==> src/btre_pkg.sv <==
/*
 * btre_pkg: shared constants of the block transfer raster engine.
 * Assumes: included by name only, nothing imported anywhere.
 */
package btre_pkg;
   // register word indices; byte address is four times the index
   localparam logic [5:0] IDX_PITCH = 6'h00;
   localparam logic [5:0] IDX_CTRL = 6'h04;
   localparam logic [5:0] IDX_SRC = 6'h05;
   localparam logic [5:0] IDX_DST = 6'h06;
   localparam logic [5:0] IDX_CMD = 6'h07;
   localparam logic [5:0] IDX_FG = 6'h08;
   localparam logic [5:0] IDX_BG = 6'h09;
   localparam logic [5:0] IDX_PAT = 6'h20;   // 32 pattern words follow
   localparam int PAT_WORDS = 32;             // 8x8 pixels at 16 bpp
   // control register fields
   localparam int CTL_ROP_LSB = 0;
   localparam int CTL_INC_Y = 8;
   localparam int CTL_INC_X = 9;
   localparam int CTL_SRC_FIXED = 10;
   localparam int CTL_SRC_MONO = 11;
   localparam int CTL_PAT_MONO = 12;
   localparam int CTL_BG_TRANSP = 13;
   localparam int CTL_TYPE_LSB = 14;
   localparam int CTL_SEED_LSB = 16;
   localparam int CTL_BUSY = 20;
   localparam int CTL_BPP16 = 24;
   localparam logic [31:0] CTL_WMASK = 32'h0107_FFFF;
   localparam logic [31:0] RST_WORD = 32'h0000_0000;
   // transfer types
   localparam logic [1:0] XFER_SCREEN = 2'h0;
   localparam logic [1:0] XFER_HOST = 2'h1;
   // bit and byte walking
   localparam logic [2:0] MONO_TOP = 3'h7;
   localparam logic [1:0] BYTE_LAST = 2'h3;
   localparam logic [7:0] ALL_SET = 8'hFF;
   // engine sequence
   typedef enum logic [2:0] {
      ST_IDLE = 3'b000,
      ST_SRC = 3'b001,
      ST_HWAIT = 3'b010,
      ST_SRD = 3'b011,
      ST_DST = 3'b100,
      ST_CALC = 3'b101,
      ST_WR = 3'b110,
      ST_NEXT = 3'b111
   } btre_state_t;
endpackage : btre_pkg

==> src/btre_rop_if.sv <==
/*
 * btre_rop_if: operands and result of the three-operand logic unit.
 * Assumes: engine and logic unit share one scope, purely combinational.
 */
`timescale 1ns/1ps
interface btre_rop_if;
   logic [7:0] rop;   // operation code
   logic [7:0] s;     // source byte
   logic [7:0] d;     // destination byte
   logic [7:0] p;     // pattern byte
   logic [7:0] res;   // combined byte
   modport eng (output rop, output s, output d, output p, input res);
   modport alu (input rop, input s, input d, input p, output res);
endinterface : btre_rop_if

==> src/btre_rop.sv <==
/*
 * btre_rop: bitwise three-operand raster operation.
 * Assumes: operands stable in the cycle the engine samples res.
 */
`timescale 1ns/1ps
module btre_rop (
   // operands and result
   btre_rop_if.alu op
);
   // each result bit indexes the code by its pattern, source, dest bits
   for (genvar i = 0; i < 8; i++) begin : g_bit
      assign op.res[i] = op.rop[{op.p[i], op.s[i], op.d[i]}];
   end
endmodule : btre_rop

==> src/btre_expand.sv <==
/*
 * btre_expand: picks one monochrome bit and turns it into a colour byte.
 * Assumes: caller chooses the byte half for 16 bpp colours.
 */
`timescale 1ns/1ps
module btre_expand (
   // monochrome input
   input wire logic [7:0] mono_byte,
   input wire logic [2:0] bit_pos,
   // colours
   input wire logic [15:0] fg,
   input wire logic [15:0] bg,
   input wire logic hi_sel,
   // result
   output logic bit_out,
   output logic [7:0] byte_out
);
   logic [15:0] colour;   // chosen pixel colour

   assign bit_out = mono_byte[bit_pos];
   assign colour = bit_out ? fg : bg;
   assign byte_out = hi_sel ? colour[15:8] : colour[7:0];
endmodule : btre_expand

==> src/btre_engine.sv <==
/*
 * btre_engine: block transfer raster engine with APB registers.
 * Assumes: byte-wide frame buffer port with an ack on the same clock,
 * host source words arriving on a valid/ready port on the same clock.
 */
// How it works
// - host and screen sources, mono expansion, 8/16bpp
// - any of 256 codes combines S, D, P
// - own 8x8 pattern, mono or colour
// - source copy code passes source unchanged
// - separate source and destination pitches
// - rows of bytes apart by pitch, counts bytes
// - direction bits choose row and byte stepping
// - control holds type, depths, background, seed
// - address registers hold the starting corner byte
// - command write starts the transfer
// - control bit 20 shows engine busy
// - engine handles byte alignment itself
// - pattern read only when code uses it
// - colours used only for expansion or fills
// - host writes become source data
// - host start byte, drop leftovers, offset stepping
// - mono bits 7..0, bytes 0..3, left to right
`timescale 1ns/1ps
module btre_engine #(
   parameter int AW = 21   // frame buffer byte address width
) (
   // clock and reset
   input wire logic pclk,
   input wire logic presetn,
   // apb slave
   input wire logic psel,
   input wire logic penable,
   input wire logic pwrite,
   input wire logic [7:0] paddr,
   input wire logic [31:0] pwdata,
   output logic [31:0] prdata,
   output logic pready,
   output logic pslverr,
   // frame buffer byte port
   output logic mem_req,
   output logic mem_we,
   output logic [AW-1:0] mem_addr,
   output logic [7:0] mem_wdata,
   input wire logic [7:0] mem_rdata,
   input wire logic mem_ack,
   // host source words
   input wire logic host_valid,
   input wire logic [31:0] host_data,
   output logic host_ready
);
   btre_pkg::btre_state_t state_q, state_d;   // engine sequence

   // programmed registers
   logic [31:0] pitch_q;
   logic [31:0] ctl_q;
   logic [AW-1:0] src_q;
   logic [AW-1:0] dst_q;
   logic [31:0] cmd_q;
   logic [15:0] fg_q;
   logic [15:0] bg_q;
   logic [31:0] pat_q [btre_pkg::PAT_WORDS];
   logic [31:0] prdata_q;

   // walking state
   logic [AW-1:0] src_ptr_q, src_line_q, dst_ptr_q, dst_line_q, maddr_q;
   logic [15:0] bcnt_q, lcnt_q;   // bytes left in line, lines left
   logic [2:0] line_idx_q;        // line number for pattern rows
   logic [7:0] sb_q, db_q, wb_q;  // source, dest and result bytes
   logic sb_valid_q;
   logic [2:0] mbit_q;            // next mono bit
   logic half_q;                  // second byte of a 16 bpp pixel
   logic [31:0] hw_q;             // held host word
   logic hw_valid_q;
   logic [1:0] hidx_q, hidx_line_q;

   // bus decode
   logic acc, wr, rd_setup, idle, mapped, start;
   logic [5:0] idx;
   assign idx = paddr[7:2];
   assign acc = psel & penable;
   assign wr = acc & pwrite;
   assign rd_setup = psel & ~penable & ~pwrite;
   assign idle = (state_q == btre_pkg::ST_IDLE);
   assign mapped = (idx <= btre_pkg::IDX_BG && (idx == btre_pkg::IDX_PITCH ||
                   idx >= btre_pkg::IDX_CTRL)) || idx >= btre_pkg::IDX_PAT;
   // empty blocks never leave idle
   assign start = wr & idle & (idx == btre_pkg::IDX_CMD) &
                  (|pwdata[15:0]) & (|pwdata[31:16]);
   assign pready = 1'b1;   // every access completes without wait
   assign pslverr = acc & ~mapped;
   assign prdata = prdata_q;

   // control fields
   logic [7:0] rop;
   logic inc_x, inc_y, src_fixed, mono, pat_mono, transp, bpp16, host_src;
   logic [2:0] seed;
   logic [15:0] sp, dp;
   assign rop = ctl_q[btre_pkg::CTL_ROP_LSB +: 8];
   assign inc_y = ctl_q[btre_pkg::CTL_INC_Y];
   assign inc_x = ctl_q[btre_pkg::CTL_INC_X];
   assign src_fixed = ctl_q[btre_pkg::CTL_SRC_FIXED];
   assign mono = ctl_q[btre_pkg::CTL_SRC_MONO];
   assign pat_mono = ctl_q[btre_pkg::CTL_PAT_MONO];
   assign transp = ctl_q[btre_pkg::CTL_BG_TRANSP];
   assign seed = ctl_q[btre_pkg::CTL_SEED_LSB +: 3];
   assign bpp16 = ctl_q[btre_pkg::CTL_BPP16];
   // other type codes fall back to screen source
   assign host_src = (ctl_q[btre_pkg::CTL_TYPE_LSB +: 2] == btre_pkg::XFER_HOST);
   assign sp = pitch_q[15:0];
   assign dp = pitch_q[31:16];

   // which operands the code really depends on
   logic s_used, d_used, p_used;
   assign s_used = (rop[1:0] != rop[3:2]) | (rop[5:4] != rop[7:6]);
   assign d_used = (rop[0] != rop[1]) | (rop[2] != rop[3]) |
                   (rop[4] != rop[5]) | (rop[6] != rop[7]);
   assign p_used = (rop[3:0] != rop[7:4]);

   // stepping; mono source only walks left to right
   logic fwd_x;
   logic [AW-1:0] xstep;
   assign fwd_x = mono | inc_x;
   assign xstep = fwd_x ? AW'(1) : {AW{1'b1}};

   logic line_end, last_line, need_src, skip;
   assign line_end = (bcnt_q == 16'h0001);
   assign last_line = (lcnt_q == 16'h0001);
   // colour source needs a byte per output byte, mono a byte per 8 bits
   assign need_src = s_used & ~src_fixed & (~mono | ~sb_valid_q);

   // monochrome source and fixed colour expansion
   logic s_bit;
   logic [7:0] s_exp;
   btre_expand u_src_exp (
      .mono_byte(src_fixed ? btre_pkg::ALL_SET : sb_q),
      .bit_pos(mbit_q),
      .fg(fg_q),
      .bg(bg_q),
      .hi_sel(bpp16 & (src_fixed ? dst_ptr_q[0] : half_q)),
      .bit_out(s_bit),
      .byte_out(s_exp)
   );

   // pattern lookup: row from seed and line, column from dest address
   logic [2:0] prow, ppix;
   logic [6:0] pidx;
   logic [7:0] pat_byte, p_exp;
   assign prow = seed + line_idx_q;
   assign ppix = bpp16 ? dst_ptr_q[3:1] : dst_ptr_q[2:0];
   assign pidx = pat_mono ? {4'h0, prow} :
                 bpp16 ? {prow, dst_ptr_q[3:0]} : {1'b0, prow, dst_ptr_q[2:0]};
   assign pat_byte = pat_q[pidx[6:2]][8*pidx[1:0] +: 8];
   btre_expand u_pat_exp (
      .mono_byte(pat_byte),
      .bit_pos(~ppix),
      .fg(fg_q),
      .bg(bg_q),
      .hi_sel(bpp16 & dst_ptr_q[0]),
      .bit_out(),
      .byte_out(p_exp)
   );

   // three-operand logic unit
   btre_rop_if rif ();
   assign rif.rop = rop;
   assign rif.s = (src_fixed | mono) ? s_exp : sb_q;
   assign rif.d = d_used ? db_q : btre_pkg::ALL_SET;
   assign rif.p = ~p_used ? btre_pkg::ALL_SET : pat_mono ? p_exp : pat_byte;
   btre_rop u_rop (
      .op(rif.alu)
   );

   // transparent background leaves clear mono bits unwritten
   assign skip = mono & transp & s_used & ~s_bit;

   // frame buffer and host handshakes
   assign mem_req = (state_q == btre_pkg::ST_SRD) | (state_q == btre_pkg::ST_WR) |
                    ((state_q == btre_pkg::ST_DST) & d_used);
   assign mem_we = (state_q == btre_pkg::ST_WR);
   assign mem_addr = maddr_q;
   assign mem_wdata = wb_q;
   assign host_ready = (state_q == btre_pkg::ST_HWAIT);

   // register writes; ignored while a transfer runs
   always_ff @(posedge pclk or negedge presetn) begin
      if (!presetn) begin
         pitch_q <= btre_pkg::RST_WORD;
         ctl_q <= btre_pkg::RST_WORD;
         src_q <= '0;
         dst_q <= '0;
         cmd_q <= btre_pkg::RST_WORD;
         fg_q <= '0;
         bg_q <= '0;
      end else if (wr & idle) begin
         unique case (idx)
            btre_pkg::IDX_PITCH: pitch_q <= pwdata;
            btre_pkg::IDX_CTRL: ctl_q <= pwdata & btre_pkg::CTL_WMASK;
            btre_pkg::IDX_SRC: src_q <= pwdata[AW-1:0];
            btre_pkg::IDX_DST: dst_q <= pwdata[AW-1:0];
            btre_pkg::IDX_CMD: cmd_q <= pwdata;
            btre_pkg::IDX_FG: fg_q <= pwdata[15:0];
            btre_pkg::IDX_BG: bg_q <= pwdata[15:0];
            default: ;   // pattern words and holes
         endcase
      end
   end

   // pattern words; not cleared by reset, software loads them if used
   always_ff @(posedge pclk) begin
      if (wr & idle & (idx >= btre_pkg::IDX_PAT)) begin
         pat_q[idx[4:0]] <= pwdata;
      end
   end

   // read data captured in the setup cycle
   always_ff @(posedge pclk or negedge presetn) begin
      if (!presetn) begin
         prdata_q <= btre_pkg::RST_WORD;
      end else if (rd_setup) begin
         prdata_q <= btre_pkg::RST_WORD;   // holes read as zero
         if (idx >= btre_pkg::IDX_PAT) begin
            prdata_q <= pat_q[idx[4:0]];
         end else begin
            unique case (idx)
               btre_pkg::IDX_PITCH: prdata_q <= pitch_q;
               btre_pkg::IDX_CTRL: begin
                  prdata_q <= ctl_q;
                  prdata_q[btre_pkg::CTL_BUSY] <= ~idle;
               end
               btre_pkg::IDX_SRC: prdata_q <= 32'(src_q);
               btre_pkg::IDX_DST: prdata_q <= 32'(dst_q);
               btre_pkg::IDX_CMD: prdata_q <= cmd_q;
               btre_pkg::IDX_FG: prdata_q <= {16'h0000, fg_q};
               btre_pkg::IDX_BG: prdata_q <= {16'h0000, bg_q};
               default: ;
            endcase
         end
      end
   end

   // sequence: fetch source, fetch dest, combine, write, advance
   always_comb begin
      state_d = state_q;
      unique case (state_q)
         btre_pkg::ST_IDLE: if (start) state_d = btre_pkg::ST_SRC;
         btre_pkg::ST_SRC: begin
            if (!need_src) state_d = btre_pkg::ST_DST;
            else if (!host_src) state_d = btre_pkg::ST_SRD;
            else if (hw_valid_q) state_d = btre_pkg::ST_DST;
            else state_d = btre_pkg::ST_HWAIT;
         end
         btre_pkg::ST_HWAIT: if (host_valid) state_d = btre_pkg::ST_SRC;
         btre_pkg::ST_SRD: if (mem_ack) state_d = btre_pkg::ST_DST;
         btre_pkg::ST_DST: if (!d_used || mem_ack) state_d = btre_pkg::ST_CALC;
         btre_pkg::ST_CALC: state_d = skip ? btre_pkg::ST_NEXT : btre_pkg::ST_WR;
         btre_pkg::ST_WR: if (mem_ack) state_d = btre_pkg::ST_NEXT;
         btre_pkg::ST_NEXT: begin
            state_d = (line_end & last_line) ? btre_pkg::ST_IDLE : btre_pkg::ST_SRC;
         end
      endcase
   end

   // state register
   always_ff @(posedge pclk or negedge presetn) begin
      if (!presetn) state_q <= btre_pkg::ST_IDLE;
      else state_q <= state_d;
   end

   // address held stable for each memory access
   always_ff @(posedge pclk or negedge presetn) begin
      if (!presetn) maddr_q <= '0;
      else maddr_q <= (state_d == btre_pkg::ST_SRD) ? src_ptr_q : dst_ptr_q;
   end

   // pointers and counters: rows of bytes a pitch apart
   always_ff @(posedge pclk or negedge presetn) begin
      if (!presetn) begin
         src_ptr_q <= '0;
         src_line_q <= '0;
         dst_ptr_q <= '0;
         dst_line_q <= '0;
         bcnt_q <= '0;
         lcnt_q <= '0;
         line_idx_q <= '0;
      end else if (start) begin
         src_ptr_q <= src_q;
         src_line_q <= src_q;
         dst_ptr_q <= dst_q;
         dst_line_q <= dst_q;
         bcnt_q <= pwdata[15:0];
         lcnt_q <= pwdata[31:16];
         line_idx_q <= '0;
      end else if (state_q == btre_pkg::ST_SRD && mem_ack) begin
         src_ptr_q <= src_ptr_q + xstep;   // any byte alignment
      end else if (state_q == btre_pkg::ST_NEXT) begin
         if (line_end) begin
            // clear inc_y walks bottom to top
            src_line_q <= inc_y ? src_line_q + AW'(sp) : src_line_q - AW'(sp);
            src_ptr_q <= inc_y ? src_line_q + AW'(sp) : src_line_q - AW'(sp);
            dst_line_q <= inc_y ? dst_line_q + AW'(dp) : dst_line_q - AW'(dp);
            dst_ptr_q <= inc_y ? dst_line_q + AW'(dp) : dst_line_q - AW'(dp);
            bcnt_q <= cmd_q[15:0];
            lcnt_q <= lcnt_q - 16'h0001;
            line_idx_q <= line_idx_q + 3'h1;
         end else begin
            dst_ptr_q <= dst_ptr_q + xstep;
            bcnt_q <= bcnt_q - 16'h0001;
         end
      end
   end

   // source byte supply from memory or host words
   always_ff @(posedge pclk or negedge presetn) begin
      if (!presetn) begin
         sb_q <= '0;
         sb_valid_q <= 1'b0;
         mbit_q <= btre_pkg::MONO_TOP;
         half_q <= 1'b0;
         hw_q <= btre_pkg::RST_WORD;
         hw_valid_q <= 1'b0;
         hidx_q <= '0;
         hidx_line_q <= '0;
      end else if (start) begin
         sb_valid_q <= 1'b0;
         mbit_q <= btre_pkg::MONO_TOP;
         half_q <= 1'b0;
         hw_valid_q <= 1'b0;
         hidx_q <= src_q[1:0];   // first byte in host word
         hidx_line_q <= src_q[1:0];
      end else begin
         unique case (state_q)
            btre_pkg::ST_HWAIT: begin
               if (host_valid) begin
                  hw_q <= host_data;
                  hw_valid_q <= 1'b1;
               end
            end
            btre_pkg::ST_SRC: begin
               if (need_src && host_src && hw_valid_q) begin
                  sb_q <= hw_q[8*hidx_q +: 8];   // bytes 0 to 3
                  sb_valid_q <= 1'b1;
                  hidx_q <= hidx_q + 2'h1;
                  if (hidx_q == btre_pkg::BYTE_LAST) hw_valid_q <= 1'b0;
               end
            end
            btre_pkg::ST_SRD: begin
               if (mem_ack) begin
                  sb_q <= mem_rdata;
                  sb_valid_q <= 1'b1;
               end
            end
            btre_pkg::ST_NEXT: begin
               if (line_end) begin
                  // leftover host bytes dropped at line end
                  sb_valid_q <= 1'b0;
                  mbit_q <= btre_pkg::MONO_TOP;
                  half_q <= 1'b0;
                  hw_valid_q <= 1'b0;
                  hidx_line_q <= hidx_line_q + sp[1:0];
                  hidx_q <= hidx_line_q + sp[1:0];
               end else if (mono) begin
                  // counts expanded bytes, two per bit at 16 bpp
                  if (!bpp16 || half_q) begin
                     half_q <= 1'b0;
                     mbit_q <= mbit_q - 3'h1;
                     if (mbit_q == 3'h0) sb_valid_q <= 1'b0;
                  end else begin
                     half_q <= 1'b1;
                  end
               end else begin
                  sb_valid_q <= 1'b0;
               end
            end
            default: ;
         endcase
      end
   end

   // destination byte and combined result
   always_ff @(posedge pclk or negedge presetn) begin
      if (!presetn) begin
         db_q <= '0;
         wb_q <= '0;
      end else begin
         if (state_q == btre_pkg::ST_DST && d_used && mem_ack) db_q <= mem_rdata;
         if (state_q == btre_pkg::ST_CALC) wb_q <= rif.res;
      end
   end
endmodule : btre_engine

==> config.mk <==
export PLATFORM = sky130hd
export DESIGN_NAME = btre_engine
export DESIGN_NICKNAME = d
export VERILOG_FILES = /design/src/btre_pkg.sv /design/src/btre_rop_if.sv /design/src/btre_rop.sv /design/src/btre_expand.sv /design/src/btre_engine.sv
export SDC_FILE = /design/constraint.sdc
export NUM_CORES = 2
export LEC_CHECK = 0
export BUFFER_PORTS_ARGS = -buffer_cell sky130_fd_sc_hd__buf_2
export CAP_MARGIN = 20
export CORE_ASPECT_RATIO = 1.25
export CORE_MARGIN = 8
export CORE_UTILIZATION = 47
export CTS_BUF_LIST = sky130_fd_sc_hd__clkbuf_8
export DETAILED_ROUTE_END_ITERATION = 8
export PLACE_DENSITY = 0.74
export REMOVE_ABC_BUFFERS = 1
export SLEW_MARGIN = 20
export SYNTH_ARGS = -nofsm -noshare
export SYNTH_HDL_FRONTEND = slang
export SYNTH_HIERARCHICAL = 1
export SYNTH_SLANG_ARGS = --single-unit
export TNS_END_PERCENT = 5
==> constraint.sdc <==
create_clock -name pclk -period 5.14 [get_ports pclk]
set_clock_uncertainty 0.05 [all_clocks]
set_input_delay 0 -clock pclk [delete_from_list [all_inputs] [get_ports pclk]]
set_output_delay 0 -clock pclk [all_outputs]
set_load 0.02 [all_outputs]
==> impl_metrics.env <==
export IMPL_grt_first_pass_wirelength_um=401000
export IMPL_layout_commonest_cell="edfxtp_1"
export IMPL_whs_ns=0.0507
export IMPL_fin_util_pct=55.8
export IMPL_layout_common_cells="edfxtp_1 (1024), nor2_1 (398), dfrtp_1 (396)"
export IMPL_yosysWarnings=6
export IMPL_overflow=0
export IMPL_cts_buffers=209
export IMPL_core_um2=155000
export IMPL_worst_slew_pin_slew_ns=1.14
export IMPL_syn_to_final_growth_pct=18.3
export IMPL_worstSkewPairLatency_ns=1.00
export IMPL_root_buffer="clkbuf_8"
export IMPL_dr_pass1_iters=9
export IMPL_avgSynthCellArea_um2=13.0
export IMPL_dp_hpwl_um=177000
export IMPL_critPathArrivalTime_ns=7.01
export IMPL_rsz0062_at_grt="yes"
export IMPL_rows=162
export IMPL_grt_start_max_net_pins=149
export IMPL_fill_cells=12300
export IMPL_start_kind="register"
export IMPL_layoutNonFillerInstCount=8471
export IMPL_crit_chain="ha_2, inv_2, fa_2, nor2_4, buf_6, o31a_4, buf_12, o21ai_0, o32a_1, o2bb2ai_1, nand3b_1, a21oi_2, buf_4, nor3b_2, inv_1, mux4_2, mux2i_4, buf_12, mux4_1, nor2_1, a22oi_1, mux4_1, mux2_2, mux2_2"
export IMPL_start_util_pct=47.2
export IMPL_seqCellArea_um2=40700
export IMPL_max_cap_violations=0
export IMPL_cts_sinks=1423
export IMPL_multi_input_area_um2=31100
export IMPL_h_tree_depth=4
export IMPL_avgViaCountPerCell=7.10
export IMPL_drt_iter0_drc=10200
export IMPL_timing_final_crit_share_pct=120
export IMPL_path_max_fanout=8
export IMPL_post_place_cells=7883
export IMPL_violations="design-rule violations, negative setup slack"
export IMPL_tns_ns=-7.70
export IMPL_hold_viol_final=0
export IMPL_antenna_found_initial=10
export IMPL_fin_crit_ns=6.18
export IMPL_first_global_vias=59800
export IMPL_peakVddDrop_mv=0.327
export IMPL_tritoncts="built"
export IMPL_path_clk_slew_ns=0.07
export IMPL_vias=60100
export IMPL_die_h_um=457
export IMPL_nNetsFinal=6417
export IMPL_dieWidth_um=369
export IMPL_p_leak_nw=32.0
export IMPL_portBuffers=149
export IMPL_setup_violations=8
export IMPL_io_pins=153
export IMPL_worstHoldPathType="in -> reg"
export IMPL_netlist_area_um2=73200
export IMPL_drive_gt1_share_pct=26.5
export IMPL_setup_ws_ns=-1.04
export IMPL_crit_slowest_cell="fa_2"
export IMPL_critPathRequiredTime_ns=5.96
export IMPL_fmax_mhz=162
export IMPL_netlist_instances=5632
export IMPL_crit_path_max_incr_delay_ns=0.58
export IMPL_outcome="finished, violations left"
export IMPL_wire_per_inst_um=33.1
export IMPL_grt_util_all_layers_pct=32.0
export IMPL_slew_viol_final=0
export IMPL_place_gp_congestion=1.02
export IMPL_cts_buffer_depth=3
export IMPL_drc=3
export IMPL_max_slew_margin_pct=24.0
export IMPL_critical_path_class="reg -> reg"
export IMPL_powerDensity_nw_per_um2=369
export IMPL_drt_total_wl_um=281000
export IMPL_endpoint_kind="register"
export IMPL_antenna_left=0
export IMPL_dieArea_um2=169000
==> sequential cells by signal (all words and copies together), names as in the netlist, 8 cells and up <==
name	flops
sb_q	8
pat_q	1024
dst_ptr_q	21
dst_q	21
fg_q	16
db_q	8
src_q	21
hw_q	32
src_line_q	21
bg_q	16
cmd_q	32
bcnt_q	16
dst_line_q	21
ctl_q	20
src_ptr_q	21
lcnt_q	16
pitch_q	32
mem_addr	21
mem_wdata	8
prdata	32
==> metal layers <==
metal | up-vias | share of wire, % | GRT usage [%] | wire length (um)
met5 | - | 0.015 | 0 | 42
met4 | 8 | 11 | 27.4 | 30100
met3 | 1601 | 13 | 9.53 | 37500
met2 | 5537 | 44 | 48.9 | 124000
met1 | 29200 | 32 | 36.7 | 89300
li1 | 23800 | - | - | -
==> layout make-up <==
cell class,instances,area share (%)
flip-flops and latches,1423,47.0
multi-input cells,3634,35.9
repair buffers,796,8.43
clock buffers,226,3.59
well taps,2050,2.96
clock inverters,163,1.28
inverters,169,0.738
diodes,10,0.0289
==> worst paths after layout <==
kind | cells after the start | slack, ns | from | to
max reg2reg | 24 | -1.04 | ctl_q[16] | mem_wdata[6]
min reg2reg | 1 | 0.43 | hw_valid_q | hw_valid_q
min in group asynchronous | 4 | 0.17 | presetn | prdata[30]
max | 24 | -1.04 | ctl_q[16] | mem_wdata[6]
max in group asynchronous | 4 | 3.99 | presetn | pitch_q[30]
min | 4 | 0.05 | paddr[4] | pat_q[4][8]
==> power breakdown <==
group / leakage (nW) / total [mW] / switching (mW) / internal [mW]
logic: 15.5 / 8.92 / 5.12 / 3.80
registers: 14.1 / 13.6 / 0.700 / 12.9
clock network: 2.36 / 9.39 / 4.72 / 4.67
total: 32.0 / 32.0 / 10.5 / 21.4
==> stage by stage <==
stage / setup WS [ns] / cell area, um2 / total power [mW]
finish: -1.04 / 86600 / 32.0
global route: -0.911 / 86600 / 33.0
CTS: -0.746 / 86200 / 31.6
detailed placement: -1.14 / 79900 / 21.9
global placement: -1.02 / 79900 / 21.8
floorplan: -10.85 / 71600 / 18.7
==> timing repair <==
action | in CTS | in global routing
setup endpoints to repair | 8 | 8
hold endpoints to repair | 1763 | 0
pin swaps | 20 | 31
gates cloned | 2 | 2
hold buffers | 169 | 0
resized for setup | 60 | 58
setup buffers | 9 | 8
==> critical path, delay by kind of cell (launching register included) <==
| kind | cells | cell delay [ns] |
|---|---|---|
| multiplexers | 6 | 1.84 |
| AO/OA/AOI/OAI | 6 | 1.52 |
| buffers and inverters | 6 | 0.77 |
| adder cells (fa/ha/maj) | 2 | 0.76 |
| AND/OR/NAND/NOR | 4 | 0.73 |
| flip-flops | 1 | 0.37 |
(Power assumes the default switching activity.)
